`src/core/motion_map.svh`:
```
`ifndef MOTION_MAP_SVH
`define MOTION_MAP_SVH

////////////////////////////////////////////////////////////////////////////////
// register offsets (7-bit address space)
`define OFS_TAP_FORCE_LEVEL   7'h2f
`define OFS_TAP_MAX_LENGTH    7'h30
`define OFS_TAP_GAP_TIME      7'h31
`define OFS_TAP_SECOND_SPAN   7'h32
`define OFS_MOTION_CTRL       7'h3c
`define OFS_PIN_ROUTE         7'h3d
`define OFS_MOTION_STATUS     7'h3e

////////////////////////////////////////////////////////////////////////////////
// reset values
`define RST_TAP_REG           8'h00
`define RST_MOTION_CTRL       8'h00
`define RST_PIN_ROUTE         8'h00

////////////////////////////////////////////////////////////////////////////////
// motion control fields
`define CTL_LINK_LSB          0
`define CTL_LINK_MSB          1
`define CTL_AUTOSLEEP         2
`define CTL_LOW_NOISE         3
`define CTL_REFERENCED        4
`define CTL_SINGLE_EN         5
`define CTL_DOUBLE_EN         6
`define CTL_MEASURE           7

////////////////////////////////////////////////////////////////////////////////
// status fields; pin route uses the same four sources per pin, pin two at +4
`define STS_ACT               0
`define STS_INACT             1
`define STS_SINGLE            2
`define STS_DOUBLE            3
`define STS_AWAKE             4
`define STS_WAKEUP            5
`define ROUTE_PIN2_OFS        4

`endif

```
`src/core/motion_pkg.sv`:
```
package motion_pkg;

  // link setting of the activity/inactivity pair
  typedef enum logic [1:0] {
    LINK_DEFAULT = 2'h0,
    LINK_LINKED  = 2'h1,
    LINK_LOOP    = 2'h3
  } link_mode_t;

  // linked/loop sequencer states
  typedef enum logic [1:0] {SEEK_ACT, ACT_PEND, SEEK_INACT, INACT_PEND} seq_state_t;

  // tap detector states
  typedef enum logic [2:0] {T_IDLE, T_FIRST, T_GAP, T_SPAN, T_SECOND, T_DROP} tap_state_t;

endpackage

```
`src/core/tap_if.sv`:
```
`timescale 1ns/1ps
`default_nettype none

// settings and results between sequencer and tap detector
interface tap_if;
  logic       tick;
  logic [7:0] magnitude;
  logic [7:0] force_level;
  logic [7:0] max_length;
  logic [7:0] gap_time;
  logic [7:0] second_span;
  logic       single_en;
  logic       double_en;
  logic       single_hit;
  logic       double_hit;

  modport owner (
    output tick, magnitude, force_level, max_length, gap_time, second_span,
    output single_en, double_en,
    input  single_hit, double_hit
  );
  modport detector (
    input  tick, magnitude, force_level, max_length, gap_time, second_span,
    input  single_en, double_en,
    output single_hit, double_hit
  );
endinterface // tap_if

`default_nettype wire

```
`src/core/motion_event_sequencer.sv`:
```
`timescale 1ns/1ps
`default_nettype none
`include "motion_map.svh"

module motion_event_sequencer
  import motion_pkg::*;
(
  input  wire logic       CORE_CLK,
  input  wire logic       RESET_N,
  input  wire logic       SAMPLE_TICK,
  input  wire logic       ACT_EVENT,
  input  wire logic       INACT_EVENT,
  input  wire logic [7:0] TAP_MAGNITUDE,
  input  wire logic       REG_WR,
  input  wire logic       REG_RD,
  input  wire logic [6:0] REG_ADDR,
  input  wire logic [7:0] REG_WDATA,
  output var  logic [7:0] REG_RDATA,
  output var  logic       ACT_ARMED,
  output var  logic       INACT_ARMED,
  output var  logic       AWAKE,
  output var  logic       WAKEUP_MODE,
  output var  logic       REF_UPDATE,
  output var  logic       FIRST_IRQ_PIN,
  output var  logic       SECOND_IRQ_PIN
);

  //////////////////////////////////////////////////////////////////////////////
  // register storage
  logic [7:0] tap_force_level_reg;
  logic [7:0] tap_max_length_reg;
  logic [7:0] tap_gap_time_reg;
  logic [7:0] tap_second_span_reg;
  logic [7:0] motion_ctrl_reg;
  logic [7:0] pin_route_reg;
  logic       act_flag_reg;
  logic       act_flag_next;
  logic       inact_flag_reg;
  logic       inact_flag_next;
  logic       single_flag_reg;
  logic       single_flag_next;
  logic       double_flag_reg;
  logic       double_flag_next;
  logic       measure_d_reg;
  seq_state_t state_reg;
  seq_state_t state_next;
  logic       awake_reg;
  logic       awake_next;
  logic       wakeup_reg;
  logic       wakeup_next;
  logic [7:0] rdata_reg;
  logic [7:0] rdata_next;
  logic       ref_reg;
  logic       ref_next;
  logic       pin1_reg;
  logic       pin2_reg;

  tap_if tp ();

  //////////////////////////////////////////////////////////////////////////////
  // address decode, shared by read and write paths
  function automatic logic hit(input logic [6:0] addr, input logic [6:0] ofs);
    return addr == ofs;
  endfunction

  wire wr_force  = REG_WR && hit(REG_ADDR, `OFS_TAP_FORCE_LEVEL);
  wire wr_length = REG_WR && hit(REG_ADDR, `OFS_TAP_MAX_LENGTH);
  wire wr_gap    = REG_WR && hit(REG_ADDR, `OFS_TAP_GAP_TIME);
  wire wr_span   = REG_WR && hit(REG_ADDR, `OFS_TAP_SECOND_SPAN);
  wire wr_ctrl   = REG_WR && hit(REG_ADDR, `OFS_MOTION_CTRL);
  wire wr_route  = REG_WR && hit(REG_ADDR, `OFS_PIN_ROUTE);
  wire rd_status = REG_RD && hit(REG_ADDR, `OFS_MOTION_STATUS);

  //////////////////////////////////////////////////////////////////////////////
  // control fields
  wire [1:0] link_bits  = motion_ctrl_reg[`CTL_LINK_MSB:`CTL_LINK_LSB];
  wire       is_linked  = link_bits == LINK_LINKED;
  wire       is_loop    = link_bits == LINK_LOOP;
  wire       is_chained = is_linked || is_loop;
  wire       measure    = motion_ctrl_reg[`CTL_MEASURE];
  wire       referenced = motion_ctrl_reg[`CTL_REFERENCED];
  wire       sleep_ok   = motion_ctrl_reg[`CTL_AUTOSLEEP] && is_chained
                          && !motion_ctrl_reg[`CTL_LOW_NOISE];
  wire       meas_entry = measure && !measure_d_reg;

  //////////////////////////////////////////////////////////////////////////////
  // service: host status read in linked mode, automatic in loop mode
  wire serviced   = is_loop || rd_status;
  wire act_seen   = measure && ACT_EVENT;
  wire inact_seen = measure && INACT_EVENT;

  //////////////////////////////////////////////////////////////////////////////
  // register writes
  always_ff @(posedge CORE_CLK or negedge RESET_N) begin
    if (!RESET_N) begin
      tap_force_level_reg <= `RST_TAP_REG;
      tap_max_length_reg  <= `RST_TAP_REG;
      tap_gap_time_reg    <= `RST_TAP_REG;
      tap_second_span_reg <= `RST_TAP_REG;
      motion_ctrl_reg     <= `RST_MOTION_CTRL;
      pin_route_reg       <= `RST_PIN_ROUTE;
    end else begin
      if (wr_force)  tap_force_level_reg <= REG_WDATA;
      if (wr_length) tap_max_length_reg  <= REG_WDATA;
      if (wr_gap)    tap_gap_time_reg    <= REG_WDATA;
      if (wr_span)   tap_second_span_reg <= REG_WDATA;
      if (wr_ctrl)   motion_ctrl_reg     <= REG_WDATA;
      if (wr_route)  pin_route_reg       <= REG_WDATA;
    end
  end

  //////////////////////////////////////////////////////////////////////////////
  // linked/loop sequencer
  always_comb begin
    state_next = state_reg;
    if (!measure || !is_chained || meas_entry) begin
      state_next = SEEK_ACT;
    end else begin
      unique case (state_reg)
        SEEK_ACT:   if (act_seen)   state_next = ACT_PEND;
        ACT_PEND:   if (serviced)   state_next = SEEK_INACT;
        SEEK_INACT: if (inact_seen) state_next = INACT_PEND;
        INACT_PEND: if (serviced)   state_next = SEEK_ACT;
      endcase
    end
  end

  // service moments of each kind of event
  wire act_done   = state_reg == ACT_PEND && serviced && measure && is_chained;
  wire inact_done = state_reg == INACT_PEND && serviced && measure && is_chained;
  wire dflt_act   = !is_chained && act_flag_reg && rd_status;
  wire dflt_inact = !is_chained && inact_flag_reg && rd_status;

  //////////////////////////////////////////////////////////////////////////////
  // awake flag and autosleep power state
  always_comb begin
    awake_next  = awake_reg;
    wakeup_next = wakeup_reg;
    if (meas_entry) begin
      awake_next  = 1'b1;
      wakeup_next = 1'b0;
    end else if (act_done || dflt_act) begin
      awake_next  = 1'b1;
      wakeup_next = 1'b0;
    end else if (inact_done || dflt_inact) begin
      awake_next  = 1'b0;
      wakeup_next = sleep_ok;
    end
    if (!sleep_ok) wakeup_next = 1'b0;
  end

  //////////////////////////////////////////////////////////////////////////////
  // sticky status flags; an event in the clearing cycle wins
  wire act_set   = act_seen && (is_chained ? state_reg == SEEK_ACT : 1'b1);
  wire inact_set = inact_seen && (is_chained ? state_reg == SEEK_INACT : 1'b1);

  always_comb begin
    act_flag_next    = act_flag_reg;
    inact_flag_next  = inact_flag_reg;
    single_flag_next = single_flag_reg;
    double_flag_next = double_flag_reg;
    if (rd_status || act_done)   act_flag_next    = 1'b0;
    if (rd_status || inact_done) inact_flag_next  = 1'b0;
    if (rd_status)               single_flag_next = 1'b0;
    if (rd_status)               double_flag_next = 1'b0;
    if (act_set)                 act_flag_next    = 1'b1;
    if (inact_set)               inact_flag_next  = 1'b1;
    if (tp.single_hit)           single_flag_next = 1'b1;
    if (tp.double_hit)           double_flag_next = 1'b1;
  end

  //////////////////////////////////////////////////////////////////////////////
  // threshold reference refresh strobe
  always_comb begin
    ref_next = 1'b0;
    if (measure && referenced) begin
      if (is_linked)     ref_next = rd_status;
      else if (is_loop)  ref_next = act_done || inact_done;
      else               ref_next = act_set || inact_set;
    end
  end

  //////////////////////////////////////////////////////////////////////////////
  // read data mux
  wire [7:0] status_word = {2'b00, wakeup_reg, awake_reg, double_flag_reg,
                            single_flag_reg, inact_flag_reg, act_flag_reg};

  always_comb begin
    rdata_next = 8'h00;
    if (REG_RD) begin
      unique case (REG_ADDR)
        `OFS_TAP_FORCE_LEVEL: rdata_next = tap_force_level_reg;
        `OFS_TAP_MAX_LENGTH:  rdata_next = tap_max_length_reg;
        `OFS_TAP_GAP_TIME:    rdata_next = tap_gap_time_reg;
        `OFS_TAP_SECOND_SPAN: rdata_next = tap_second_span_reg;
        `OFS_MOTION_CTRL:     rdata_next = motion_ctrl_reg;
        `OFS_PIN_ROUTE:       rdata_next = pin_route_reg;
        `OFS_MOTION_STATUS:   rdata_next = status_word;
        default:              rdata_next = 8'h00;
      endcase
    end else begin
      rdata_next = rdata_reg;
    end
  end

  //////////////////////////////////////////////////////////////////////////////
  // interrupt pins: each routes awake level and flag sources
  wire [3:0] pin_src = {single_flag_reg || double_flag_reg, inact_flag_reg,
                        act_flag_reg, awake_reg};
  wire       pin1    = |(pin_src & pin_route_reg[3:0]);
  wire       pin2    = |(pin_src & pin_route_reg[`ROUTE_PIN2_OFS +: 4]);

  //////////////////////////////////////////////////////////////////////////////
  // state registers
  always_ff @(posedge CORE_CLK or negedge RESET_N) begin
    if (!RESET_N) begin
      state_reg       <= SEEK_ACT;
      awake_reg       <= 1'b1;
      wakeup_reg      <= 1'b0;
      act_flag_reg    <= 1'b0;
      inact_flag_reg  <= 1'b0;
      single_flag_reg <= 1'b0;
      double_flag_reg <= 1'b0;
      measure_d_reg   <= 1'b0;
    end else begin
      state_reg       <= state_next;
      awake_reg       <= awake_next;
      wakeup_reg      <= wakeup_next;
      act_flag_reg    <= act_flag_next;
      inact_flag_reg  <= inact_flag_next;
      single_flag_reg <= single_flag_next;
      double_flag_reg <= double_flag_next;
      measure_d_reg   <= measure;
    end
  end

  //////////////////////////////////////////////////////////////////////////////
  // output registers
  always_ff @(posedge CORE_CLK or negedge RESET_N) begin
    if (!RESET_N) begin
      rdata_reg <= 8'h00;
      ref_reg   <= 1'b0;
      pin1_reg  <= 1'b0;
      pin2_reg  <= 1'b0;
    end else begin
      rdata_reg <= rdata_next;
      ref_reg   <= ref_next;
      pin1_reg  <= pin1;
      pin2_reg  <= pin2;
    end
  end

  //////////////////////////////////////////////////////////////////////////////
  // armed detectors follow the sequencer state in linked/loop mode; both armed in default mode
  wire act_arm_w   = measure && (!is_chained
                     || state_reg == SEEK_ACT || state_reg == ACT_PEND);
  wire inact_arm_w = measure && (!is_chained
                     || state_reg == SEEK_INACT || state_reg == INACT_PEND);

  logic act_arm_reg;
  logic inact_arm_reg;

  always_ff @(posedge CORE_CLK or negedge RESET_N) begin
    if (!RESET_N) begin
      act_arm_reg   <= 1'b0;
      inact_arm_reg <= 1'b0;
    end else begin
      act_arm_reg   <= act_arm_w;
      inact_arm_reg <= inact_arm_w;
    end
  end

  assign REG_RDATA      = rdata_reg;
  assign ACT_ARMED      = act_arm_reg;
  assign INACT_ARMED    = inact_arm_reg;
  assign AWAKE          = awake_reg;
  assign WAKEUP_MODE    = wakeup_reg;
  assign REF_UPDATE     = ref_reg;
  assign FIRST_IRQ_PIN  = pin1_reg;
  assign SECOND_IRQ_PIN = pin2_reg;

  //////////////////////////////////////////////////////////////////////////////
  // tap detector hookup
  assign tp.tick        = SAMPLE_TICK && measure;
  assign tp.magnitude   = TAP_MAGNITUDE;
  assign tp.force_level = tap_force_level_reg;
  assign tp.max_length  = tap_max_length_reg;
  assign tp.gap_time    = tap_gap_time_reg;
  assign tp.second_span = tap_second_span_reg;
  assign tp.single_en   = motion_ctrl_reg[`CTL_SINGLE_EN];
  assign tp.double_en   = motion_ctrl_reg[`CTL_DOUBLE_EN];

  tap_detector u_tap (
    .clk   (CORE_CLK),
    .rst_n (RESET_N),
    .tp    (tp.detector)
  );

endmodule // motion_event_sequencer

`default_nettype wire

```
`src/core/tap_detector.sv`:
```
`timescale 1ns/1ps
`default_nettype none

module tap_detector
  import motion_pkg::*;
(
  input wire logic   clk,
  input wire logic   rst_n,
  tap_if.detector    tp
);

  tap_state_t state_reg;
  tap_state_t state_next;
  logic [7:0] count_reg;
  logic [7:0] count_next;
  logic       single_reg;
  logic       single_next;
  logic       double_reg;
  logic       double_next;

  // level comparison and counter limits
  wire above    = tp.magnitude > tp.force_level;
  wire too_long = count_reg >= tp.max_length;
  wire gap_done = count_reg >= tp.gap_time;
  wire span_end = count_reg >= tp.second_span;
  wire [7:0] cnt_inc = (count_reg == 8'hff) ? count_reg : count_reg + 8'h01; // saturating

  assign tp.single_hit = single_reg;
  assign tp.double_hit = double_reg;

  // per-sample tap sequence
  always_comb begin
    state_next  = state_reg;
    count_next  = count_reg;
    single_next = 1'b0;
    double_next = 1'b0;
    if (tp.tick) begin
      count_next = cnt_inc;
      unique case (state_reg)
        T_IDLE: begin
          count_next = 8'h00;
          if (above && (tp.single_en || tp.double_en)) state_next = T_FIRST;
        end
        T_FIRST: begin
          if (above && too_long) begin
            state_next = T_DROP;
          end else if (!above) begin
            count_next = 8'h00;
            if (tp.double_en) begin
              state_next = T_GAP;
            end else begin
              single_next = tp.single_en;
              state_next  = T_IDLE;
            end
          end
        end
        T_GAP: begin
          if (above) begin
            single_next = tp.single_en;
            state_next  = T_DROP;
          end else if (gap_done) begin
            count_next = 8'h00;
            state_next = T_SPAN;
          end
        end
        T_SPAN: begin
          if (above) begin
            count_next = 8'h00;
            state_next = T_SECOND;
          end else if (span_end) begin
            single_next = tp.single_en;
            state_next  = T_IDLE;
          end
        end
        T_SECOND: begin
          if (above && too_long) begin
            single_next = tp.single_en;
            state_next  = T_DROP;
          end else if (!above) begin
            single_next = tp.single_en;
            double_next = 1'b1;
            state_next  = T_IDLE;
          end
        end
        T_DROP: begin
          if (!above) state_next = T_IDLE;
        end
        default: state_next = T_IDLE;
      endcase
    end
  end

  // state and one-cycle results
  always_ff @(posedge clk or negedge rst_n) begin
    if (!rst_n) begin
      state_reg  <= T_IDLE;
      count_reg  <= 8'h00;
      single_reg <= 1'b0;
      double_reg <= 1'b0;
    end else begin
      state_reg  <= state_next;
      count_reg  <= count_next;
      single_reg <= single_next;
      double_reg <= double_next;
    end
  end

endmodule // tap_detector

`default_nettype wire

```
`config.mk`:
```
export PLATFORM = sky130hd
export DESIGN_NAME = motion_event_sequencer
export DESIGN_NICKNAME = d
export VERILOG_FILES = /design/src/core/motion_pkg.sv /design/src/core/tap_if.sv /design/src/core/motion_event_sequencer.sv /design/src/core/tap_detector.sv
export VERILOG_INCLUDE_DIRS = /design/src /design/src/core
export SDC_FILE = /design/constraint.sdc
export NUM_CORES = 1
export LEC_CHECK = 0
export BUFFER_PORTS_ARGS = -buffer_cell sky130_fd_sc_hd__buf_2
export CELL_PAD_IN_SITES_DETAIL_PLACEMENT = 0
export CELL_PAD_IN_SITES_GLOBAL_PLACEMENT = 1
export CORE_MARGIN = 1.5
export CORE_UTILIZATION = 30
export CTS_CLUSTER_SIZE = 8
export DETAILED_ROUTE_END_ITERATION = 8
export PLACE_DENSITY_LB_ADDON = 0.2
export SYNTH_ARGS = -nofsm -noshare
export SYNTH_HDL_FRONTEND = slang
export SYNTH_HIERARCHICAL = 1
export SYNTH_SLANG_ARGS = --single-unit
```
`constraint.sdc`:
```
create_clock -name CORE_CLK -period 4.35 [get_ports CORE_CLK]
set_input_delay 0.435 -clock CORE_CLK [delete_from_list [all_inputs] [get_ports CORE_CLK]]
set_output_delay 0.435 -clock CORE_CLK [all_outputs]
set_load 0.005 [all_outputs]
```
# Yosys cells after proc, flatten, opt, wreduce, memory -nomap -nowiden
# Cells that the tools add are included.
# word_totals
wordCells	177
regBits	83
in_bits	30
output_inout_bits	15
# op_classes
muxes	58
n_reduce_logical	61
n_addsub	1
order_cmp	4
n_bitwise	2
n_eq_ne	27
# op_table
cell	count
8-bit case mux with 7 select lines	1
7-bit by 6-bit equality test with 1-bit output (second input constant)	7
8-bit 2-to-1 mux	6
1-bit 2-to-1 mux	32
8-bit case mux with 4 select lines	1
1-bit logical AND	30
3-bit 2-to-1 mux	9
8-bit >= comparator	3
3-bit case mux with 6 select lines	1
1-bit logical OR	16
3-bit inequality test (second input constant)	5
2-bit 2-to-1 mux	6
8-bit by 1-bit adder with 8-bit output (second input constant)	1
4-bit AND	2
8-bit equality test (second input constant)	1
8-bit > comparator	1
2-bit case mux with 4 select lines	1
2-bit nonzero test	4
4-bit OR reduction	2
2-bit equality test (second input constant)	3
3-bit by 2-bit equality test with 1-bit output (second input constant)	2
3-bit equality test (second input constant)	2
3-bit by 1-bit inequality test with 1-bit output (second input constant)	2
5-bit AND reduction	1
other kinds (10)	14

# Logic depth before layout (Yosys ltp)
# Gate-level depths: netlist of the first run.
# depth
word_depth	11
mapped_depth	10

# Hierarchy
# Netlist of the first run, hierarchy kept.
# by_module_without_submodules
module	seq_area_each_um2	cells_each	n_inst	area_each_um2
motion_event_sequencer	1752.9	281	1	3410.8
tap_detector	325.3	197	1	1612.8

# Least setup slack after synthesis of the first run
# OpenSTA, ideal clock, no wires.
# synth_path
path_kind	input port to flip-flop
from	input TAP_MAGNITUDE[1]
to	register u_tap.count_reg[0]
arrival_ps	2029
path_slack_ps	2193
path_stages	9
path_buffers	1
t_required_ps	4222
path_cell_list	ha_1 -> nor2b_1 -> o211ai_1 -> a211oi_2 -> or2_0 -> clkbuf_2 -> a211o_2 -> nor2_1 -> nor2_1
# synth_between
elab_chain_len	4
elab_cells_between_ends	7
classes_between	order compare: 1; mux: 5; reduce/logical: 1
# synth_rtl
element	line_no	source
start: declaration	motion_event_sequencer.sv:13	input wire logic [7:0] TAP_MAGNITUDE,
8-bit > comparator *	tap_detector.sv:22	wire above = tp.magnitude > tp.force_level;
8-bit 2-to-1 mux / 1-bit logical AND (equally long branches)	tap_detector.sv:47, tap_detector.sv:45	
8-bit 2-to-1 mux	tap_detector.sv:45	if (above && too_long) begin
8-bit case mux with 4 select lines *	tap_detector.sv:39	unique case (state_reg)
end signal: assignment	tap_detector.sv:102	count_reg <= count_next;
end: declaration	tap_detector.sv:14	logic [7:0] count_reg;
# Mark *: on every way between the ends. The rest lies on a longest branch, timed or not.
# A chain may end at the register's enable or synchronous reset.

# Worst setup path in the final report of the first run
# layout_path
from	register tap_force_level_reg[1]
to	register u_tap.state_reg[1]
# layout_between
elab_chain_len	4
elab_cells_between_ends	14
classes_between	order compare: 1; eq/ne: 4; mux: 6; reduce/logical: 3
# layout_rtl
element	line_no	source
start: declaration	motion_event_sequencer.sv:30	logic [7:0] tap_force_level_reg;
start signal: assignment	motion_event_sequencer.sv:96	tap_force_level_reg <= `RST_TAP_REG;
8-bit > comparator *	tap_detector.sv:22	
3-bit 2-to-1 mux, or another cell as far along	-	
3-bit 2-to-1 mux, or another cell as far along	tap_detector.sv:76	if (above && too_long) begin
3-bit case mux with 6 select lines / 5-bit AND reduction (equally long branches)	-	
end signal: assignment	tap_detector.sv:101	state_reg <= state_next;
end: declaration	tap_detector.sv:12	tap_state_t state_reg;
# Marks and branches as above.

==> metrics.cfg, run 1 <==
[critical_path]
rr_startpoint = tap_force_level_reg[1]$_DFFE_PN0P_
rr_endpoint = u_tap/state_reg[1]$_DFFE_PN0P_
path_depth = 9
cp_slowest_cell = a31oi_1
cp_max_fo = 7
crit_chain = inv_1 > ha_1 > nor2b_1 > o211ai_1 > a211oi_2 > nor2_1 > a31oi_1 > o21ai_0 > o22a_1
critPathLaunchType = register
required_ns = 4.58
cp_num_buf_inv = 1
cpPeakStageDelay_ns = 0.44
crit_path_start = tap_force_level_reg[1]$_DFFE_PN0P_
endpoint = u_tap/state_reg[1]$_DFFE_PN0P_
end_kind = register
r2r_cells = 9
crit_family = compound AO/OA/AOI/OAI gates
cp.arrival_ns = 2.71
ff2ff_setup_slack_ns = 1.88
path_class = reg2reg

[finish]
fin_cells = 735
seqCellArea_um2 = 2080
fillers = 1716
multi_input_area_um2 = 2660
diodes = 0
nets = 578
drive_gt1_share_pct = 24.7
area_growth_pct = 12.9

[power_and_ir_drop]
ir_drop_mv = 0.185
clockPowerShare_pct = 34.5
switching_share_pct = 32.1
pwr-share-seq_pct = 43.9
comb_power_share_pct = 21.6
p_leak_nw = 2.62
p_sw_mw = 0.712
cellPowerDensity_nw_per_um2 = 392
p_int_mw = 1.51

[clocking]
cts-htree-levels = 3
clock_latency_ns = 0.34
cts-root-buf = clkbuf_16
holdBufCountCts = 0
clkTransAtPathRegs_ns = 0.07
cts.sinks = 83
clock_path_buffers = 2
cts_tree = built
numCtsBuffers = 9
cts_resized = 0
cts_setup_buffers = 0

[global_route]
antenna_found_initial = 0
grt_overflow = 0
grt_max_degree = 51
track_usage_pct = 17.4
grt_pass1_vias = 3874
grt_first_pass_wirelength_mm = 23.1

[synthesis]
syn_nets = 545
syn_area_um2 = 5020
synth_edf_count = 0
ys.flop_type = dfrtp_1
avgSynthCellArea_um2 = 10.5
yosysTopAreaCell = dfrtp_1
yosys-top-cells-area = dfrtp_1 (41%), mux2_2 (11%), ha_1 (9.2%)
synth.distinct_cells = 77
synthCells = 478
yosysTopAreaCellShare_pct = 40.8
ys_ff_latch = 83
async_flop_share_pct = 100
seq_area_frac_synth_pct = 41.4
synth_warnings = 6

[place]
dp_hpwl_mm = 11.0
dp_cells = 720
port_buffers = 44
routabilityCongestion = 0.816

[drt]
met1_length_mm = 6.80
viasPerCell = 5.32
num_vias = 3908
routed.top_layer = met4
post_drt_wl_per_cell_um = 19.9
drc = 0
routed_wl_mm = 14.6
final_antenna_net_count = 0
firstDrtPassIters = 5
wl_met3_um = 512
drt_iter0_markers = 237
met2_length_mm = 6.98

[job]
max_cap_violations = 0

[status]
outcome = completed

[floorplanning]
ios = 45
core_area_um2 = 16500
start_util_pct = 30.5
die_h_um = 132
die_area_um2 = 17500
rows = 47
die_w_um = 132

[timing]
worst_pin_slew_ns = 0.791
hold_violations = 0
finalClockSkew_ns = 0.0108
setup_viol = 0
fmax_mhz = 404
grt_setup_unrepaired = no
drv_slew = 0
finalCritPeriodShare_pct = 56.9
finalCriticalPeriod_ns = 2.47
relSlewSlack_pct = 46.7
setup_tns_ns = 0

[hold_path]
min_path_type = in2async

-- worst register-to-register path: stages, from the launching register on --
cell	delay, ns
dfrtp_1	0.39
inv_1	0.06
ha_1	0.29
nor2b_1	0.16
o211ai_1	0.11
a211oi_2	0.33
nor2_1	0.19
a31oi_1	0.44
o21ai_0	0.16
o22a_1	0.22
-- area by class of cell --
class / instances / share of cell area [%]
Inverter: 39 / 2.58
Timing Repair Buffer: 45 / 4.06
Clock buffer: 10 / 4.04
Multi-Input combinational cell: 333 / 46.8
Sequential cell: 83 / 36.7
Clock inverter: 5 / 0.971
Tap cell: 220 / 4.85
-- layout by cell type (no fill, tap or decap), drive strengths merged, types with 3 or more instances in the layout --
cell / n
a22oi: 7
a211oi: 7
dfrtp: 82
o21ai: 17
o221a: 5
a31oi: 6
a221o: 4
or2: 3
clkbuf: 10
a22o: 6
nor2: 20
a222oi: 3
nor3: 4
xor2: 5
nand2: 24
o21a: 4
and3: 9
a221oi: 6
and2: 6
buf: 45
inv: 39
a21o: 6
mux2: 49
a21oi: 19
nand2b: 6
a211o: 5
nand4: 11
nor2b: 7
ha: 37
nand3: 17
-- synth_stat cells, types with 3 or more instances --
cell      count
nor2b_1       7
buf_4         3
dfrtp_1      82
nand2_1      22
inv_1        39
and2_1        6
xor2_1        5
a222oi_1      3
nand3_1      17
nand4_1       9
o221a_1       4
nor2_1       18
a31oi_1       6
buf_2        10
a221o_1       4
o21ai_0      17
nor3_1        4
a211oi_1      6
ha_1         37
a22o_1        6
a21o_1        6
mux2_2       49
a21oi_1      18
clkbuf_1      7
a22oi_1       7
nand2b_1      6
a211o_2       3
and3_1        9
o21a_1        4
a221oi_1      6
-- worst min-delay path by stage --
stage / endpoint / from / cells past startpoint / slack, ns
detailed placement: tap_force_level_reg[6]$_DFFE_PN0P_ / RESET_N / 1 / 0.43
finish: tap_force_level_reg[1]$_DFFE_PN0P_ / RESET_N / 1 / 0.04
floorplan: ACT_ARMED$_DFF_PN0_ / RESET_N / 0 / 0.14
global placement: tap_force_level_reg[6]$_DFFE_PN0P_ / RESET_N / 1 / 0.42
CTS: tap_force_level_reg[6]$_DFFE_PN0P_ / RESET_N / 1 / 0.05
global route: tap_force_level_reg[6]$_DFFE_PN0P_ / RESET_N / 1 / 0.07
-- routing by layer --
metal / up-vias / track usage [%]
met2: 84 / 28.5
met1: 1956 / 23.1
met5: - / 0
met4: 0 / 6.29
met3: 15 / 3.04
li1: 1853 / -
-- cells by family (layout without fill, tap and decap cells) --
| group | Yosys count | in the layout | synth area share [%] |
|---|---|---|---|
| simple gates | 123 | 123 | 13.8 |
| compound gates | 116 | 116 | 17.5 |
| flops | 83 | 83 | 41.4 |
| buf+inv | 62 | 99 | 5.75 |
| mux | 50 | 50 | 11.2 |
| fa+ha+maj | 37 | 37 | 9.22 |
| xor+xnor | 7 | 7 | 1.22 |
-- power by group through the flow --
stage               Clock (mW)  Combinational (mW)  Sequential [mW]
floorplan                    0               0.377            0.921
CTS                      0.787               0.489            0.975
finish                   0.766               0.480            0.974
global route             0.816               0.547            0.990
global placement             0               0.479            0.988
detailed placement           0               0.487            0.990
-- metrics by stage --
step / setup WS [ns] / cell area, um2 / utilization, % / power, mW / hold slack, ns
6_report: 1.88 / 5670 / 34.4 / 2.22 / 0.0429
5_1_grt: 1.55 / 5670 / 34.4 / 2.35 / 0.0685
4_1_cts: 1.86 / 5670 / 34.4 / 2.25 / 0.0511
3_5_place_dp: 1.79 / 5390 / 32.7 / 1.48 / 0.426
3_3_place_gp: 1.87 / 5390 / 32.7 / 1.47 / 0.419
2_1_floorplan: 2.19 / 5020 / - / 1.30 / 0.139
(Power assumes the default switching activity.)
==> inputs of run 2 (changes only) <==
Clock period 4.35 ns to 2.6 ns, I/O delays scaled along.
==> run 2 against run 1 <==
Against the previous run:
- routed wire length decreased by 1.4%
- die area unchanged
- global-route usage about the same
- setup slack got worse by 1.6 ns
- final cell count increased by 1.2%
- sequential power increased by 66%
- via count increased by 0.79%
- critical path depth decreased by 1
- cell area increased by 2.1%
- fmax increased by 4.5%
- largest cell class unchanged
==> metrics.cfg, run 2 (synthesized netlist as in run 1, its figures left out) <==
[power_and_ir_drop]
p_total_mw = 3.83  ; +72%
cellPowerDensity_nw_per_um2 = 662  ; +69%
p_leak_nw = 2.69  ; +2.4%
ir_drop_mv = 0.329  ; +78%

[timing]
worst_pin_slew_ns = 0.782  ; -0.00891 ns
setup_tns_ns = 0  ; unchanged
drv_slew = 0  ; unchanged
finalCritPeriodShare_pct = 91.1  ; +34 points
finalCriticalPeriod_ns = 2.37  ; -0.107 ns
whs_ns = 0.181  ; +0.138 ns
setup_viol = 0  ; unchanged
relSlewSlack_pct = 47.9  ; +1.2 points
hold_violations = 0  ; unchanged
finalClockSkew_ns = 0.00807  ; -0.00273 ns
fmax_mhz = 422  ; +4.5%
grt_setup_unrepaired = no

[job]
max_cap_violations = 0  ; unchanged

[drt]
num_vias = 3939  ; +0.79%
final_antenna_net_count = 0  ; unchanged
viasPerCell = 5.29  ; -0.43%
drc = 0  ; unchanged
routed_wl_mm = 14.4  ; -1.4%
firstDrtPassIters = 7  ; +2
post_drt_wl_per_cell_um = 19.4  ; -2.6%
drt_iter0_markers = 257  ; +8.4%

[floorplanning]
core_area_um2 = 16500  ; unchanged
ios = 45  ; unchanged
die_h_um = 132  ; unchanged
die_w_um = 132  ; unchanged
start_util_pct = 30.5  ; unchanged
rows = 47  ; unchanged
die_area_um2 = 17500  ; unchanged

[place]
dp_hpwl_mm = 10.7  ; -2.0%
dp_cells = 727  ; +0.97%
routabilityCongestion = 0.805  ; -1.3%
placed_area_um2 = 5450  ; +1.2%
port_buffers = 44  ; unchanged

[clocking]
cts.sinks = 83  ; unchanged
cts_setup_buffers = 0  ; unchanged
numCtsBuffers = 9  ; unchanged
clock_path_buffers = 2  ; unchanged
clock_latency_ns = 0.35  ; about the same
cts-root-buf = clkbuf_16
clkTransAtPathRegs_ns = 0.07  ; about the same
cts-htree-levels = 3  ; unchanged
cts_tree = built

[finish]
fin_cells = 744  ; +1.2%
final_common_cell = dfrtp_1
diodes = 0  ; unchanged
drive_gt1_share_pct = 26.1  ; +1.5 points
fillers = 1675  ; -2.4%
area_growth_pct = 15.2
seqCellArea_um2 = 2080  ; unchanged
final_cell_mix = dfrtp_1 (82), mux2_2 (49), buf_2 (43)
nets = 586  ; +1.4%
multi_input_area_um2 = 2670  ; +0.33%
design_area_um2 = 5790  ; +2.1%

[global_route]
grt_pass1_vias = 3901  ; +0.70%
grt_overflow = 0  ; unchanged
track_usage_pct = 17.3  ; -0.033 points
grt_first_pass_wirelength_mm = 23.2  ; +0.69%
grt_max_degree = 44  ; -14%
antenna_found_initial = 0  ; unchanged

[hold_path]
min_path_type = in2reg

[critical_path]
path_class = reg2reg
cp_max_fo = 6  ; -1
cp.arrival_ns = 2.62  ; -0.09 ns
critPathLaunchType = register
end_kind = register
required_ns = 2.86  ; -1.72 ns

[status]
outcome = completed

run 2: worst paths after layout:
kind | startpoint | slack (ns) | depth (start not counted) | to
worst max-delay path | tap_force_level_reg[1]$_DFFE_PN0P_ | 0.23 | 8 | u_tap/tp.single_hit$_DFF_PN0_
worst min-delay path | ACT_EVENT | 0.18 | 3 | act_flag_reg$_DFFE_PN0P_
worst max register to register | tap_force_level_reg[1]$_DFFE_PN0P_ | 0.23 | 8 | u_tap/tp.single_hit$_DFF_PN0_
worst min register to register | u_tap/tp.double_hit$_DFF_PN0_ | 0.44 | 1 | double_flag_reg$_DFFE_PN0P_
max in group asynchronous | RESET_N | 1.48 | 3 | AWAKE$_DFFE_PN1P_
min in group asynchronous | RESET_N | 0.43 | 2 | tap_force_level_reg[2]$_DFFE_PN0P_
run 2: final cells by class:
type / instances / share of cell area [%]
clock buffers: 10 / 3.96
clock inverters: 6 / 1.56
inverters: 39 / 2.53
multi-input cells: 333 / 46.0
flip-flops and latches: 83 / 35.9
well taps: 220 / 4.75
repair buffers: 53 / 5.27
run 2: repair_timing:
| item | 4_1_cts | 5_1_grt |
|---|---|---|
| hold buffers | 1 | 0 |
| endpoints found under the hold margin | 40 | 0 |
| endpoints found under the setup margin | 0 | 6 |
| gates resized for setup | 0 | 2 |
run 2: power breakdown:
group / switching (mW) / total, mW / internal (mW)
Clock: 0.552 / 1.40 / 0.845
Sequential: 0.191 / 1.62 / 1.43
Combinational: 0.448 / 0.815 / 0.367
Total: 1.19 / 3.83 / 2.64
run 2: per-stage QoR:
stage	util [%]	setup WS, ns
final	35.2	0.233
after global routing	35.2	0.0202
after CTS	35.1	0.160
after detailed placement	33.1	0.181
after global placement	33.1	0.214
after floorplan	-	0.487
run 2: worst max-delay path, cell delays in order, from the launching register on:
cell and delay [ns]:
dfrtp_1 0.38, inv_1 0.05, ha_1 0.28, nor2b_1 0.13, o211ai_1 0.20, a211oi_2 0.16, or2_0 0.33, or4_1 0.54
a31oi_1 0.19
run 2: metal layers:
metal  up-vias  global-route usage, %  part of all wire, %
li1       1864                      -                    -
met1      1974                   23.8                   47
met2        84                   27.6                   47
met3        17                   3.00                  3.8
met4         0                   5.92                  1.9
met5         -                      0                    0
